<file path="src/irdc_pkg.sv">
// Constants, enumerations and register map of the infrared dimming controller
package irdc_pkg;

   // ======================================================================
   // Clock and link timing
   localparam int CLK_MHZ = 100;
   localparam int LEADER_MARK_MIN_US = 8000;   // Leader mark is nominally 9 ms
   localparam int DATA_SPACE_MIN_US = 3375;    // Data leader space 4.5 ms
   localparam int REP_SPACE_MIN_US = 1700;     // Repeat leader space 2.25 ms
   localparam int BIT_ONE_MIN_US = 1688;       // Bit period 1.125 ms (0) or 2.25 ms (1)
   localparam int LINK_TIMEOUT_US = 12000;     // Any mark or gap longer ends the frame
   localparam int WAKE_US = 100000;            // Periodic wake interval out of HALT
   localparam int STOP_IDLE_S = 10;            // Quiet time before STOP
   localparam int LEADER_MARK_MIN_CYC = LEADER_MARK_MIN_US * CLK_MHZ;
   localparam int DATA_SPACE_MIN_CYC = DATA_SPACE_MIN_US * CLK_MHZ;
   localparam int REP_SPACE_MIN_CYC = REP_SPACE_MIN_US * CLK_MHZ;
   localparam int BIT_ONE_MIN_CYC = BIT_ONE_MIN_US * CLK_MHZ;
   localparam int LINK_TIMEOUT_CYC = LINK_TIMEOUT_US * CLK_MHZ;
   localparam int WAKE_CYC = WAKE_US * CLK_MHZ;
   localparam int STOP_IDLE_CYC = STOP_IDLE_S * 1000000 * CLK_MHZ;

   // ======================================================================
   // Frame content and dimming levels
   localparam logic [15:0] CUST_RST = 16'h1234;
   localparam logic [7:0] CMD_MAX = 8'h00;
   localparam logic [7:0] CMD_MID = 8'h01;
   localparam logic [7:0] CMD_OFF = 8'h02;
   localparam logic [7:0] CMD_UP = 8'h03;
   localparam logic [7:0] CMD_DOWN = 8'h04;
   localparam logic [7:0] LVL_MAX = 8'hff;
   localparam logic [7:0] LVL_MID = 8'h80;
   localparam logic [7:0] LVL_OFF = 8'h00;
   localparam logic [7:0] LVL_STEP = 8'h10;

   // ======================================================================
   // Register map and fields
   localparam logic [7:0] REG_STATUS = 8'h00;
   localparam logic [7:0] REG_CLR = 8'h04;
   localparam logic [7:0] REG_EN = 8'h08;
   localparam logic [7:0] REG_CUST = 8'h0c;
   localparam logic [7:0] REG_CMD = 8'h10;
   localparam logic [7:0] REG_LED = 8'h14;
   localparam int ST_DATA = 0;
   localparam int ST_REP = 1;
   localparam int ST_BAD = 2;
   localparam logic [1:0] RESP_OKAY = 2'h0;
   localparam logic [1:0] RESP_SLVERR = 2'h2;

   // ======================================================================
   // State enumerations
   typedef enum logic [2:0] {RX_IDLE, RX_LMARK, RX_LSPACE, RX_BITS} irdc_rx_t;
   typedef enum logic [1:0] {PW_RUN, PW_HALT, PW_STOP} irdc_pw_t;

endpackage : irdc_pkg

</file>
<file path="src/irdc_top.sv">
// Infrared remote receiver with three-channel dimming command task and power sequencing
// Functional notes
// - Codes 0,1,2 set max, mid, off
// - Codes 3,4 step; repeats apply again
// - Repeat reuses held code, raises repeat event
// - Data frame stores code, raises data event
// - Accept only matching customer code
// - Receive pin low means carrier
// - Capture timer measures bit period length
// - Interval timer detects leader code
// - Task stage loads targets into channels
// - Three channels: red, green, blue
// - No signal: standby, request HALT
// - HALT ends on activity or wake interval
// - STOP after 10 s quiet, LEDs off
// - Activity ends STOP, processing resumes
// - STOP is build option, off by default
//
// Design decisions made here: the register offsets and the AXI4-Lite interface to the registers.
`timescale 1ns/10ps
`default_nettype none

module irdc_top #(
   parameter bit STOP_EN = 1'b0,
   parameter logic [20:0] P_LEADER = 21'(irdc_pkg::LEADER_MARK_MIN_CYC),
   parameter logic [20:0] P_DSPACE = 21'(irdc_pkg::DATA_SPACE_MIN_CYC),
   parameter logic [20:0] P_RSPACE = 21'(irdc_pkg::REP_SPACE_MIN_CYC),
   parameter logic [20:0] P_ONE = 21'(irdc_pkg::BIT_ONE_MIN_CYC),
   parameter logic [20:0] P_TIMEOUT = 21'(irdc_pkg::LINK_TIMEOUT_CYC),
   parameter logic [23:0] P_WAKE = 24'(irdc_pkg::WAKE_CYC),
   parameter logic [29:0] P_STOP = 30'(irdc_pkg::STOP_IDLE_CYC)
) (
   input wire logic sys_clk,
   input wire logic rstn,
   input wire logic ir_receive_pin,
   output logic [7:0] led_red,
   output logic [7:0] led_green,
   output logic [7:0] led_blue,
   output logic halt_req,
   output logic stop_req,
   output logic irq,
   input wire logic [31:0] s_axi_awaddr,
   input wire logic s_axi_awvalid,
   output logic s_axi_awready,
   input wire logic [31:0] s_axi_wdata,
   input wire logic [3:0] s_axi_wstrb,
   input wire logic s_axi_wvalid,
   output logic s_axi_wready,
   output logic [1:0] s_axi_bresp,
   output logic s_axi_bvalid,
   input wire logic s_axi_bready,
   input wire logic [31:0] s_axi_araddr,
   input wire logic s_axi_arvalid,
   output logic s_axi_arready,
   output logic [31:0] s_axi_rdata,
   output logic [1:0] s_axi_rresp,
   output logic s_axi_rvalid,
   input wire logic s_axi_rready
);

   // ======================================================================
   // State record
   typedef struct packed {
      irdc_pkg::irdc_rx_t rx;
      irdc_pkg::irdc_pw_t pw;
      logic car;
      logic [20:0] ivl;
      logic [20:0] cap;
      logic [4:0] nb;
      logic [31:0] sh;
      logic [7:0] cmd;
      logic have;
      logic apply;
      logic aprep;
      logic [7:0] red;
      logic [7:0] grn;
      logic [7:0] blu;
      logic [29:0] since;
      logic [23:0] wake;
      logic [2:0] st;
      logic [2:0] en;
      logic [15:0] cust;
      logic awv;
      logic [7:0] awa;
      logic wv;
      logic [31:0] wd;
      logic [3:0] ws;
      logic bv;
      logic [1:0] br;
      logic rv;
      logic [31:0] rd;
      logic [1:0] rr;
   } irdc_state_t;

   irdc_state_t s_q;
   irdc_state_t s_d;
   logic carrier;
   logic bit_one;
   logic [31:0] word;
   logic evt_data;
   logic evt_rep;
   logic evt_bad;
   logic [2:0] clr;

   // Saturating step keeps the level inside the range at both ends
   function automatic logic [7:0] irdc_step(input logic [7:0] v, input logic up);
      logic [8:0] t;
      t = up ? ({1'b0, v} + {1'b0, irdc_pkg::LVL_STEP}) : ({1'b0, v} - {1'b0, irdc_pkg::LVL_STEP});
      if (t[8]) begin
         return up ? irdc_pkg::LVL_MAX : irdc_pkg::LVL_OFF;
      end
      return t[7:0];
   endfunction : irdc_step

   // Pin is active low
   assign carrier = ~ir_receive_pin;

   // ======================================================================
   // Next-state logic
   always_comb begin
      s_d = s_q;
      evt_data = 1'b0;
      evt_rep = 1'b0;
      evt_bad = 1'b0;
      clr = 3'h0;
      bit_one = (s_q.cap >= P_ONE);
      word = {bit_one, s_q.sh[31:1]};
      s_d.car = carrier;

      // Frame receiver: interval timer on the leader, capture timer on bits
      case (s_q.rx)
         irdc_pkg::RX_IDLE: begin
            s_d.ivl = 21'h0;
            if (carrier) begin
               s_d.rx = irdc_pkg::RX_LMARK;
            end
         end
         irdc_pkg::RX_LMARK: begin
            s_d.ivl = 21'(s_q.ivl + 21'h1);
            if (!carrier) begin
               s_d.ivl = 21'h0;
               s_d.rx = (s_q.ivl >= P_LEADER) ? irdc_pkg::RX_LSPACE : irdc_pkg::RX_IDLE;
            end else if (s_q.ivl >= P_TIMEOUT) begin
               s_d.rx = irdc_pkg::RX_IDLE;
            end
         end
         irdc_pkg::RX_LSPACE: begin
            s_d.ivl = 21'(s_q.ivl + 21'h1);
            if (carrier) begin
               s_d.cap = 21'h0;
               s_d.nb = 5'h0;
               if (s_q.ivl >= P_DSPACE) begin
                  s_d.rx = irdc_pkg::RX_BITS;
               end else begin
                  s_d.rx = irdc_pkg::RX_IDLE;
                  // Short space is a repeat; only meaningful once a code is held
                  evt_rep = (s_q.ivl >= P_RSPACE) && s_q.have;
               end
            end else if (s_q.ivl >= P_TIMEOUT) begin
               s_d.rx = irdc_pkg::RX_IDLE;
            end
         end
         irdc_pkg::RX_BITS: begin
            s_d.cap = 21'(s_q.cap + 21'h1);
            // Each new mark closes one bit period, mark start to mark start
            if (carrier && !s_q.car) begin
               s_d.cap = 21'h0;
               s_d.sh = word;
               s_d.nb = 5'(s_q.nb + 5'h1);
               if (s_q.nb == 5'h1f) begin
                  s_d.rx = irdc_pkg::RX_IDLE;
                  if (word[15:0] == s_q.cust && word[23:16] == ~word[31:24]) begin
                     evt_data = 1'b1;
                  end else begin
                     evt_bad = 1'b1;
                  end
               end
            end else if (s_q.cap >= P_TIMEOUT) begin
               s_d.rx = irdc_pkg::RX_IDLE;
            end
         end
         default: begin
            s_d.rx = irdc_pkg::RX_IDLE;
         end
      endcase

      // Command task: one cycle after an event the held code is applied
      s_d.apply = 1'b0;
      if (s_q.apply) begin
         case (s_q.cmd)
            irdc_pkg::CMD_MAX: begin
               if (!s_q.aprep) begin
                  s_d.red = irdc_pkg::LVL_MAX;
                  s_d.grn = irdc_pkg::LVL_MAX;
                  s_d.blu = irdc_pkg::LVL_MAX;
               end
            end
            irdc_pkg::CMD_MID: begin
               if (!s_q.aprep) begin
                  s_d.red = irdc_pkg::LVL_MID;
                  s_d.grn = irdc_pkg::LVL_MID;
                  s_d.blu = irdc_pkg::LVL_MID;
               end
            end
            irdc_pkg::CMD_OFF: begin
               if (!s_q.aprep) begin
                  s_d.red = irdc_pkg::LVL_OFF;
                  s_d.grn = irdc_pkg::LVL_OFF;
                  s_d.blu = irdc_pkg::LVL_OFF;
               end
            end
            irdc_pkg::CMD_UP, irdc_pkg::CMD_DOWN: begin
               s_d.red = irdc_step(s_q.red, s_q.cmd == irdc_pkg::CMD_UP);
               s_d.grn = irdc_step(s_q.grn, s_q.cmd == irdc_pkg::CMD_UP);
               s_d.blu = irdc_step(s_q.blu, s_q.cmd == irdc_pkg::CMD_UP);
            end
            default: begin
               s_d.red = s_q.red;
            end
         endcase
      end
      if (evt_data) begin
         s_d.cmd = word[23:16];
         s_d.have = 1'b1;
         s_d.apply = 1'b1;
         s_d.aprep = 1'b0;
      end else if (evt_rep) begin
         s_d.apply = 1'b1;
         s_d.aprep = 1'b1;
      end

      // Quiet time since the last accepted frame, saturating
      if (evt_data || evt_rep) begin
         s_d.since = 30'h0;
      end else if (s_q.since < P_STOP) begin
         s_d.since = 30'(s_q.since + 30'h1);
      end

      // Power sequencing; requests only, the logic itself keeps running
      case (s_q.pw)
         irdc_pkg::PW_RUN: begin
            s_d.wake = 24'h0;
            if (s_q.rx == irdc_pkg::RX_IDLE && !carrier && !s_q.apply) begin
               if (STOP_EN && s_q.since >= P_STOP && s_q.red == irdc_pkg::LVL_OFF
                   && s_q.grn == irdc_pkg::LVL_OFF && s_q.blu == irdc_pkg::LVL_OFF) begin
                  s_d.pw = irdc_pkg::PW_STOP;
               end else begin
                  s_d.pw = irdc_pkg::PW_HALT;
               end
            end
         end
         irdc_pkg::PW_HALT: begin
            s_d.wake = 24'(s_q.wake + 24'h1);
            if (carrier || s_q.wake >= P_WAKE) begin
               s_d.pw = irdc_pkg::PW_RUN;
            end
         end
         irdc_pkg::PW_STOP: begin
            if (carrier) begin
               s_d.pw = irdc_pkg::PW_RUN;
            end
         end
         default: begin
            s_d.pw = irdc_pkg::PW_RUN;
         end
      endcase

      // Bus write: address and data may arrive in either order
      if (s_axi_awvalid && s_axi_awready) begin
         s_d.awv = 1'b1;
         s_d.awa = s_axi_awaddr[7:0];
      end
      if (s_axi_wvalid && s_axi_wready) begin
         s_d.wv = 1'b1;
         s_d.wd = s_axi_wdata;
         s_d.ws = s_axi_wstrb;
      end
      if (s_q.awv && s_q.wv && !s_q.bv) begin
         s_d.awv = 1'b0;
         s_d.wv = 1'b0;
         s_d.bv = 1'b1;
         s_d.br = irdc_pkg::RESP_OKAY;
         case (s_q.awa)
            irdc_pkg::REG_CLR: clr = s_q.ws[0] ? s_q.wd[2:0] : 3'h0;
            irdc_pkg::REG_EN: s_d.en = s_q.ws[0] ? s_q.wd[2:0] : s_q.en;
            irdc_pkg::REG_CUST: begin
               s_d.cust[7:0] = s_q.ws[0] ? s_q.wd[7:0] : s_q.cust[7:0];
               s_d.cust[15:8] = s_q.ws[1] ? s_q.wd[15:8] : s_q.cust[15:8];
            end
            irdc_pkg::REG_STATUS, irdc_pkg::REG_CMD, irdc_pkg::REG_LED: s_d.br = irdc_pkg::RESP_OKAY;
            default: s_d.br = irdc_pkg::RESP_SLVERR;
         endcase
      end
      if (s_q.bv && s_axi_bready) begin
         s_d.bv = 1'b0;
      end

      // Bus read: one answer outstanding at a time
      if (s_axi_arvalid && s_axi_arready) begin
         s_d.rv = 1'b1;
         s_d.rr = irdc_pkg::RESP_OKAY;
         case (s_axi_araddr[7:0])
            irdc_pkg::REG_STATUS: s_d.rd = {29'h0, s_q.st};
            irdc_pkg::REG_CLR: s_d.rd = 32'h0;
            irdc_pkg::REG_EN: s_d.rd = {29'h0, s_q.en};
            irdc_pkg::REG_CUST: s_d.rd = {16'h0, s_q.cust};
            irdc_pkg::REG_CMD: s_d.rd = {21'h0, s_q.pw == irdc_pkg::PW_STOP,
                                         s_q.pw == irdc_pkg::PW_HALT, s_q.have, s_q.cmd};
            irdc_pkg::REG_LED: s_d.rd = {8'h0, s_q.red, s_q.grn, s_q.blu};
            default: begin
               s_d.rd = 32'h0;
               s_d.rr = irdc_pkg::RESP_SLVERR;
            end
         endcase
      end else if (s_q.rv && s_axi_rready) begin
         s_d.rv = 1'b0;
      end

      // Sticky events: a new event beats a clear in the same cycle
      s_d.st = (s_q.st & ~clr) | {evt_bad, evt_rep, evt_data};
   end

   // ======================================================================
   // State register
   always_ff @(posedge sys_clk or negedge rstn) begin
      if (!rstn) begin
         s_q <= '0;
         s_q.cust <= irdc_pkg::CUST_RST;
      end else begin
         s_q <= s_d;
      end
   end

   // ======================================================================
   // Outputs
   assign led_red = s_q.red;
   assign led_green = s_q.grn;
   assign led_blue = s_q.blu;
   assign halt_req = (s_q.pw == irdc_pkg::PW_HALT);
   assign stop_req = (s_q.pw == irdc_pkg::PW_STOP);
   assign irq = |(s_q.st & s_q.en);
   // Ready stays low while a response is pending so nothing is overwritten
   assign s_axi_awready = !s_q.awv && !s_q.bv;
   assign s_axi_wready = !s_q.wv && !s_q.bv;
   assign s_axi_bvalid = s_q.bv;
   assign s_axi_bresp = s_q.br;
   assign s_axi_arready = !s_q.rv;
   assign s_axi_rvalid = s_q.rv;
   assign s_axi_rdata = s_q.rd;
   assign s_axi_rresp = s_q.rr;
endmodule : irdc_top

`default_nettype wire

</file>
<file path="config.mk">
export PLATFORM = sky130hd
export DESIGN_NAME = irdc_top
export DESIGN_NICKNAME = d
export VERILOG_FILES = /design/src/irdc_pkg.sv /design/src/irdc_top.sv
export SDC_FILE = /design/constraint.sdc
export NUM_CORES = 1
export LEC_CHECK = 0
export BUFFER_PORTS_ARGS = -buffer_cell sky130_fd_sc_hd__buf_2
export CAP_MARGIN = 25
export CELL_PAD_IN_SITES_DETAIL_PLACEMENT = 1
export CELL_PAD_IN_SITES_GLOBAL_PLACEMENT = 1
export CORE_MARGIN = 2
export CORE_UTILIZATION = 40
export CTS_BUF_LIST = sky130_fd_sc_hd__clkbuf_4 sky130_fd_sc_hd__clkbuf_8
export DETAILED_ROUTE_END_ITERATION = 12
export MAX_ROUTING_LAYER = met4
export PLACE_DENSITY = 0.85
export SYNTH_ARGS = -nofsm -noshare
export SYNTH_HDL_FRONTEND = slang
export SYNTH_SLANG_ARGS = --single-unit
</file>
<file path="constraint.sdc">
create_clock -name sys_clk -period 4.35 [get_ports sys_clk]
set_input_delay 0.87 -clock sys_clk [delete_from_list [all_inputs] [get_ports sys_clk]]
set_output_delay 0.87 -clock sys_clk [all_outputs]
set_load 0.03 [all_outputs]
</file>
# Yosys cells after proc, flatten, opt, wreduce, memory -nomap -nowiden
# Cells that the tools add are included.
[totals]
regBits = 250
latch_bits = 0
ram_bits = 0
romBits = 0
output_inout_bits = 68
wordCells = 204
n_memories = 0
[op_classes]
n_addsub = 10
n_mul = 0
div = 0
n_lt_le_gt_ge = 7
eq_ne = 33
shifts = 0
mux = 71
bitwise_logic = 6
n_reduce_logical = 48
[op_table]
columns = ["operator", "count"]
rows = [
  ["$pmux W24 S5", 1],
  ["$mux W24", 3],
  ["$pmux W16 S4", 1],
  ["$pmux W21 S3", 1],
  ["$mux W58", 1],
  ["$mux W8", 7],
  ["$pmux W26 S2", 1],
  ["$pmux W24 S2", 1],
  ["$add A21 B1 Y21 const B", 2],
  ["$ge A21 B18 Y1 const B", 2],
  ["$ge A21 B21 Y1 const B", 2],
  ["$mux W37", 1],
  ["$mux W9", 4],
  ["$mux W3", 11],
  ["$eq A8 B4 Y1 const B", 4],
  ["$eq A8 B5 Y1 const B", 4],
  ["$pmux W8 S4", 1],
  ["$add A8 B5 Y9 const B", 3],
  ["$sub A8 B5 Y9 const B", 3],
  ["$mux W26", 1],
  ["$mux W1", 25],
  ["$add A24 B1 Y24 const B", 1],
  ["$eq A8 B3 Y1 const B", 3],
  ["$ge A24 B24 Y1 const B", 1],
  ["39 further kinds", 91],
]

# Logic depth before layout (Yosys ltp)
# Gate-level depths: netlist of run 1.
[depth]
ltp_word = 9
mapped_depth = 13

# Least setup slack after synthesis of run 1
# Ideal clock, no wire load.
[synth_timing]
kind = "reg-to-reg"
from = "register s_q[191] in the netlist's numbering"
to = "register s_q (netlist bit led_green[4])"
arrival_time_ns = 2.606
setup_slack_ns = 1.666
stages_incl_launch_ff = 14
synth_period_minus_slack_ns = 2.684
cell_sequence = "dfrtp_1 nor3_1 nand2_1 or2_2 inv_1 fa_1 nor2b_1 o21ai_0 nand2b_1 ha_1 nand2_1 a21oi_1 o21ai_0 a21oi_1"
[synth_via]
elab_chain_cells = 7
elab_cells_between_ends = 19
classes_between = "7 x eq/ne; 8 x mux; 4 x reduce/logical"
[synth_lines]
columns = ["element", "line", "text"]
rows = [
  ["from (decl)", "irdc_top.sv:95", "irdc_state_t s_q;"],
  ["$eq A8 B2 Y1", "-", ""],
  ["$mux W9", "irdc_top.sv:108", "t = up ? ({1'b0, v} + {1'b0, irdc_pkg::LVL_STEP}) : ({1'b0, v} - {1'b0, irdc_pkg::LVL_STEP});"],
  ["$mux W1", "irdc_top.sv:109", "if (t[8]) begin"],
  ["$mux W1", "irdc_top.sv:190", "case (s_q.cmd)"],
  ["$mux W1", "irdc_top.sv:189", "if (s_q.apply) begin"],
  ["$mux W8", "irdc_top.sv:112", "return t[7:0];"],
  ["$pmux W16 S4", "irdc_top.sv:190", ""],
]
# Parallel ways exist; a longest one is shown, timed or not. The select of a mux whose other input is x is not followed.
# A chain may end at the register's enable or synchronous reset.

# Final worst setup path of run 1
[layout_timing]
from = "register s_q[191] in the netlist's numbering"
to = "register s_q (netlist bit led_red[6])"
[layout_via]
elab_chain_cells = 7
elab_cells_between_ends = 19
classes_between = "7 x eq/ne; 8 x mux; 4 x reduce/logical"
[layout_lines]
columns = ["element", "line"]
rows = [
  ["$eq A8 B2 Y1", "-"],
  ["$mux W9", "irdc_top.sv:108"],
  ["$mux W1", "irdc_top.sv:109"],
  ["$mux W1", "irdc_top.sv:190"],
  ["$mux W1", "irdc_top.sv:189"],
  ["$mux W8", "irdc_top.sv:112"],
  ["$pmux W8 S4", "irdc_top.sv:190"],
]
# Parallel ways exist; a longest one is shown, timed or not. The select of a mux whose other input is x is not followed.

==> summary.md, run 1 <==
| Metric | Value |
|---|---|
| Post-CTS setup buffer count | 0 |
| Gpl congestion | 0.8652 |
| Endpoint type of the worst setup path | flip-flop |
| Root Buffer | clkbuf_8 |
| Total power | about 4.8 mW |
| Data required time of the critical path | 4810 ps |
| Status | completed |
| Max Root-Sink Buffers | 3 |
| Share of layout cells above drive strength 1 | 0.2059 |
| Hold Path Class | input pin to asynchronous set/reset pin |
| Async SR Flop Fraction | 1.000 |
| Nature of the critical path startpoint | flip-flop |
| GRT Total Usage | 0.2054 |
| Final Hold Fails | 0 |
| Pre-Repair DR Iteration Count | 5 |
| Synth Register Bits | ~210 |
| Final nets | between 1000 and 1500 |
| Yosys warning count | 0 |
| Post-DP HPWL | 19.90 mm |
| Setup TNS | 0 ps |
| Top_reg_cell synth | dfrtp_1 |
| Num Clock Sinks | 208 |
| Die Ht | 170.3 microns |
| Mean Syn Cell Area | 9.596 sq um |
| Final setup viols | 0 |
| Unrepaired setup endpoints after global routing | false |
| Core Footprint | 27030 sq um |
| Post-synthesis sequential area ratio | 0.4710 |
| Fillers | between 3000 and 4000 |
| First-pass GRT wire length | 46.76 mm |
| Starting DRC count in detailed routing | 474 |
| Max_cap viols | 0 |
| Initial Utilization | 0.4094 |
| DIE AREA | between 20000 and 30000 sq um |
| WL/cell | 18.01 microns |
| Crit share post-route | 0.7859 |
| Slew headroom | 0.3471 |
| Leading cell types in the layout, fill and taps excluded | 203 x dfrtp_1, 186 x nand2_1, 97 x buf_2, 82 x o21ai_0, 63 x nor2_1 |
| Final min period | 3419 ps |
| Clk_skew | 27.33 ps |
| Skew-Pair Late Insertion Delay | 530 ps |
| Least-Margin Pin Slew | 979.4 ps |
| CP max FO | 10 |
| EDFF count, synth | 0 |
| H-tree levels | 2 |
| Synth Instances | 1153 |
| Kind of critical path | flip-flop to flip-flop |
| Number of buffers created by CTS | 37 |
| # diodes | 0 |
| # hold bufs at CTS | 0 |
| Max Slew Vio Count | 0 |
| Area Overhead vs Synth | 10.78% |
| Most common cell after layout, fill and taps aside | dfrtp_1 |
| Arr. time, crit path | ~3900 ps |
| Power Density | 388.4 nW/um^2 |
| Final antenna-violating net count | 0 |
| Number of global-route vias before repair | 9080 |
| DRC violations left | 0 |
| Via count | 8671 |
| Row count | 60 |
| TritonCTS clock tree | built |
| IO Pins | between 150 and 200 |
| Worst VDD drop | around 150 uV |
| CTS clk-pin slew, worst paths | roughly 60 ps |
| DIE WIDTH | 170.3 microns |
| Leakage | 5.698 nW |
| Post-synthesis cell type count | 76 |
| Final wirelength | 28.28 mm |
| R2R setup slack | 930 ps |
| Initial antenna violation count | 0 |
| Fmax achieved | 0.2925 GHz |
| Post_cts resized | 0 |
| Vias per cell | 5.523 |
| Global route overflow | 0 |
| Largest net degree at the start of global routing | roughly 120 |
| Port-buffer cells | 98 |
| Syn Std Cell Area | around 11000 sq um |
==> synth_stat cells, types with 4 or more instances <==
| cell type | count | area [sq um] |
|---|---|---|
| nand3_1 | 39 | 195.2 |
| xnor2_1 | 46 | 402.9 |
| mux2_4 | 7 | 105.1 |
| nor2_1 | 63 | 236.5 |
| a31oi_1 | 6 | 37.54 |
| mux2_2 | 47 | 529.3 |
| a22o_1 | 8 | 70.07 |
| a21o_1 | 7 | 52.55 |
| nor2b_1 | 9 | 56.30 |
| or3_1 | 10 | 62.56 |
| mux2i_1 | 6 | 60.06 |
| and3_1 | 10 | 62.56 |
| clkbuf_1 | 43 | 161.4 |
| a22oi_1 | 7 | 52.55 |
| or4_1 | 5 | 37.54 |
| o21ai_0 | 82 | 410.4 |
| and4_1 | 4 | 35.03 |
| buf_4 | 61 | 457.9 |
| dfstp_2 | 5 | 131.4 |
| xor2_1 | 19 | 166.4 |
| o211ai_1 | 4 | 30.03 |
| inv_1 | 34 | 127.6 |
| nand2b_1 | 5 | 31.28 |
| nand4_1 | 28 | 175.2 |
| dfrtp_1 | 203 | 5080 |
| buf_2 | 4 | 20.02 |
| o21a_1 | 5 | 37.54 |
| nand3b_1 | 6 | 45.04 |
| nor3_1 | 24 | 120.1 |
| and2_1 | 25 | 156.4 |
| nor4_1 | 10 | 62.56 |
| nand2_1 | 186 | 698.2 |
| a21oi_1 | 44 | 220.2 |
| a21boi_0 | 6 | 45.04 |
| ha_1 | 20 | 250.2 |
==> sequential cells by signal, summed over array words and instances, names as in the netlist, 5 cells and up <==
signal,count
s_q,168
s_axi_rdata,21
led_blue,5
led_green,5
led_red,5
==> stage by stage <==
stage	cell area (sq um)	util	setup WS, ps	std cells	hold WS (ps)
floorplan	11110	-	1666	1164	440.0
global placement	11440	0.4232	1141	1502	449.8
detailed placement	11450	0.4238	959.7	1503	454.7
CTS	12260	0.4535	920.3	1570	467.5
global route	12260	0.4535	605.3	1570	504.0
finish	12260	0.4535	931.3	1570	450.0
==> area by class of cell <==
cell class / count / area [sq um] / share of cell area
flip-flops and latches: 208 / 5211 / 0.4252
well taps: 341 / 426.7 / 0.03481
clock inverters: 8 / 47.55 / 0.003879
multi-input cells: 811 / 5099 / 0.4160
repair buffers: 109 / 589.3 / 0.04808
clock buffers: 59 / 755.7 / 0.06166
inverters: 34 / 127.6 / 0.01041
==> power by group <==
group	switching (mW)	internal [mW]	total (mW)
Clock	0.843	1.11	1.95
Combinational	0.280	0.241	0.521
Sequential	0.172	2.12	2.29
Total	1.29	3.47	4.76
==> critical path, stage by stage, from the launching register on <==
cell      delay, ps
dfrtp_1         410
nor3_1          340
nand2_1         190
or2_2           450
inv_1           270
fa_1            290
nor2b_1          60
o21ai_0         160
nand2b_1         80
ha_1            350
nand2_1          70
a21oi_1         340
o21ai_0         160
a21oi_1         160
==> logic make-up after synthesis <==
family                   after synthesis  synth area share
AO/OA/AOI/OAI                        206            0.1152
XOR/XNOR                              65           0.05145
adder cells (fa/ha/maj)               23           0.02804
buffers and inverters                145           0.07316
flip-flops                           208            0.4710
multiplexers                          60           0.06276
other                                  1         0.0003389
AND/OR/NAND/NOR                      445            0.1980
==> routing by layer <==
| layer | wire [microns] | vias up | track usage | part of all wire |
|---|---|---|---|---|
| li1 | - | 4039 | - | - |
| met1 | 12120 | 4370 | 0.2482 | 0.43 |
| met2 | 14170 | 200 | 0.3494 | 0.50 |
| met3 | 1242 | 62 | 0.03442 | 0.044 |
| met4 | 752 | 0 | 0.06875 | 0.027 |
| met5 | 0 | - | - | 0 |
==> path summary, 6_finish.rpt <==
check	from	end	cells after the start
setup / recovery	s_q[191]$_DFFE_PN0P_	led_red[6]$_DFFE_PN0P_	13
hold / removal	rstn	s_q[233]$_DFFE_PN0P_	1
setup reg to reg	s_q[191]$_DFFE_PN0P_	led_red[6]$_DFFE_PN0P_	13
hold reg to reg	s_axi_rdata[23]$_DFFE_PN0P_	s_axi_rdata[23]$_DFFE_PN0P_	2
max in group asynchronous	rstn	s_q[93]$_DFFE_PN1P_	2
min in group sys_clk	s_axi_rdata[23]$_DFFE_PN0P_	s_axi_rdata[23]$_DFFE_PN0P_	2
Note: power is estimated with default switching activity, not from simulation.
==> inputs of run 2 (changes only) <==
--- a/config.mk
+++ b/config.mk
@@ -14,7 +14,7 @@
 export CTS_BUF_LIST = sky130_fd_sc_hd__clkbuf_4 sky130_fd_sc_hd__clkbuf_8
 export DETAILED_ROUTE_END_ITERATION = 12
 export MAX_ROUTING_LAYER = met4
-export PLACE_DENSITY = 0.85
+export PLACE_DENSITY = 0.88
 export SYNTH_ARGS = -nofsm -noshare
 export SYNTH_HDL_FRONTEND = slang
 export SYNTH_SLANG_ARGS = --single-unit
==> constraint.sdc (replaced) <==
create_clock -name sys_clk -period 2.8 [get_ports sys_clk]
set_input_delay 0.56 -clock sys_clk [delete_from_list [all_inputs] [get_ports sys_clk]]
set_output_delay 0.56 -clock sys_clk [all_outputs]
set_load 0.03 [all_outputs]
==> summary.md, run 2 (synthesis gave the netlist of run 1 again) <==
| Metric | Value |
|---|---|
| Setup TNS | -1549 ps (-1549 ps) |
| Max FFs per register | 168 (unchanged) |
| WL/cell | 21.76 microns (+21%) |
| Num Clock Sinks | 208 (unchanged) |
| Share of layout cells above drive strength 1 | 0.2459 (+0.04000) |
| H-tree levels | 2 (unchanged) |
| CTS clk-pin slew, worst paths | 80 ps (+20 ps) |
| Number of buffers created by CTS | 36 (-2.7%) |
| Setup WS post-layout | -295.8 ps (-1227 ps) |
| DIE AREA | 29010 sq um (unchanged) |
| TritonCTS clock tree | built |
| Crit share post-route | 1.106 (+0.3197) |
| Max Slew Vio Count | 0 (unchanged) |
| Least-Margin Pin Slew | 818.5 ps (-160.8 ps) |
| Data required time of the critical path | 3240 ps (-1570 ps) |
| GRT Total Usage | 0.2342 (+0.02887) |
| Power Density | 590.6 nW/um^2 (+52%) |
| Length in cells of the worst reg-to-reg path | 13 (unchanged) |
| Largest net degree at the start of global routing | 67 (-43%) |
| Leading cell types in the layout, fill and taps excluded | 203 x dfrtp_1, 184 x nand2_1, 97 x buf_2, 71 x o21ai_0, 63 x nor2_1 |
| Vias per cell | 5.773 (+4.5%) |
| Final wirelength | 35.05 mm (+24%) |
| Fmax achieved | 0.3230 GHz (+10%) |
| Final nets | 1372 (+3.0%) |
| Status | finished with violations |
| # hold bufs at CTS | 0 (unchanged) |
| Max_cap viols | 0 (unchanged) |
| Clk_skew | 43.75 ps (+16.42 ps) |
| Skew-Pair Late Insertion Delay | 550 ps (+20 ps) |
| Arr. time, crit path | 3540 ps (-340 ps) |
| Core Footprint | 27030 sq um (unchanged) |
| Pre-CTS WS | -403.6 ps (-1363 ps) |
| Critical-path top delay cell | ha_4 |
| Largest Register | s_q |
| Post-DP HPWL | 21.13 mm (+6.2%) |
| Max Root-Sink Buffers | 3 (unchanged) |
| Most common cell after layout, fill and taps aside | dfrtp_1 |
| IO Pins | 176 (unchanged) |
| Initial antenna violation count | 0 (unchanged) |
| Leakage | 5.903 nW (+3.6%) |
| First-pass GRT wire length | 52.50 mm (+12%) |
| Kind of critical path | flip-flop to flip-flop |
| Final min period | 3096 ps (-322.9 ps) |
| R2R setup slack | -300 ps (-1230 ps) |
| Via count | 9300 (+7.3%) |
| Slew headroom | 0.4493 (+0.1022) |
| FF-to-FF End | led_red[5]$_DFFE_PN0P_ |
| Worst r2r src | s_q[193]$_DFFE_PN0P_ |
| Root Buffer | clkbuf_8 |
| Die Ht | 170.3 microns (unchanged) |
| Hold Path Class | input pin to asynchronous set/reset pin |
| Global route overflow | 0 (unchanged) |
| Failing checks | negative setup slack |
| Final Hold Fails | 0 (unchanged) |
| DIE WIDTH | 170.3 microns (unchanged) |
| Gpl congestion | 0.8702 (+0.58%) |
| Final setup viols | 13 (+13) |
| Endpoint type of the worst setup path | flip-flop |
| Unrepaired setup endpoints after global routing | true |
| CP cell instances | nor3_2 > nand2_1 > or2_4 > clkinvlp_4 > fa_2 > nor2b_1 > o21ai_1 > nand2b_1 > ha_4 > nand2_1 > a21oi_4 > nand2_1 > a21oi_1 |
| Area Overhead vs Synth | 14.61% |
| Pre-Repair DR Iteration Count | 5 (unchanged) |
| Final antenna-violating net count | 0 (unchanged) |
| Starting DRC count in detailed routing | 768 (+62%) |
| Fillers | 3038 (-1.5%) |
| Initial Utilization | 0.4094 (unchanged) |
| Max stage delay on crit path | 410 ps (-40 ps) |
| Worst VDD drop | 238.9 uV (+55%) |
| Port-buffer cells | 98 (unchanged) |
| CP max FO | 7 (-3) |
| Number of global-route vias before repair | 9622 (+6.0%) |
| Row count | 60 (unchanged) |
| Cell mode on critical path | nand2_1 |
| DRC violations left | 0 (unchanged) |
| Nature of the critical path startpoint | flip-flop |
-- run 2: changes by cell type in the layout (fill, tap and decap cells not counted), moves of 5 or more --
cell      previous run  this run
a21oi_1             44        38
buf_4               10        50
clkbuf_4             9        14
o21ai_0             82        71
o21ai_1              1         8
-- run 2: what timing repair did --
action	in CTS	in global routing
pin swaps	2	17
endpoints found under the hold margin	0	0
setup endpoints to repair	15	15
setup buffers	1	3
resized for setup	10	25
-- run 2: routing by layer --
layer | global-route usage | vias up | wire (microns)
met2 | 0.4019 | 331 | 17470
met5 | - | - | 0
met1 | 0.2803 | 4742 | 14190
li1 | - | 4122 | -
met3 | 0.03814 | 105 | 1927
met4 | 0.08027 | 0 | 1462
-- run 2: cell type report --
type | instances | area, sq um | area share
antenna | 1 | 2.502 | 0.0001973
timing repair buffer | 150 | 914.6 | 0.07213
sequential | 208 | 5211 | 0.4110
inverter | 34 | 131.4 | 0.01036
multi-input combinational | 811 | 5201 | 0.4102
clock inverter | 4 | 27.53 | 0.002171
tap | 341 | 426.7 | 0.03365
clock buffer | 62 | 765.7 | 0.06038
-- run 2: worst max path at each step --
stage,endpoint,slack [ps],start
2_1_floorplan,led_green[4]$_DFFE_PN0P_,120,s_q[191]$_DFFE_PN0P_
3_3_place_gp,led_green[6]$_DFFE_PN0P_,-50,s_q[191]$_DFFE_PN0P_
3_5_place_dp,led_red[7]$_DFFE_PN0P_,-400,s_q[192]$_DFFE_PN0P_
4_1_cts,led_green[4]$_DFFE_PN0P_,6,s_q[191]$_DFFE_PN0P_
5_1_grt,led_red[6]$_DFFE_PN0P_,-320,s_q[193]$_DFFE_PN0P_
6_report,led_red[5]$_DFFE_PN0P_,-300,s_q[193]$_DFFE_PN0P_
-- run 2: power breakdown --
group | internal (mW) | switching, mW
logic | 0.381 | 0.488
registers | 3.29 | 0.270
clock network | 1.72 | 1.34
-- run 2: metrics by stage --
stage          hold slack (ps)  instances  instance area [sq um]  power [mW]  utilization
4_1_cts                  25.38       1607                  12580       7.491       0.4655
3_3_place_gp             449.1       1540                  11750       4.356       0.4347
3_5_place_dp             455.0       1540                  11750       4.433       0.4347
2_1_floorplan            264.4       1164                  11110       4.101            -
6_report                 6.031       1611                  12680       7.489       0.4692
5_1_grt                  44.87       1610                  12680       7.773       0.4691
-- run 2: critical path: cells and delay by family (launching register included) --
| family | cells | cell delay (ps) |
|---|---|---|
| AND/OR/NAND/NOR | 7 | 1170 |
| buffers and inverters | 1 | 160 |
| adder cells (fa/ha/maj) | 2 | 660 |
| AO/OA/AOI/OAI | 3 | 590 |
| flip-flops | 1 | 400 |
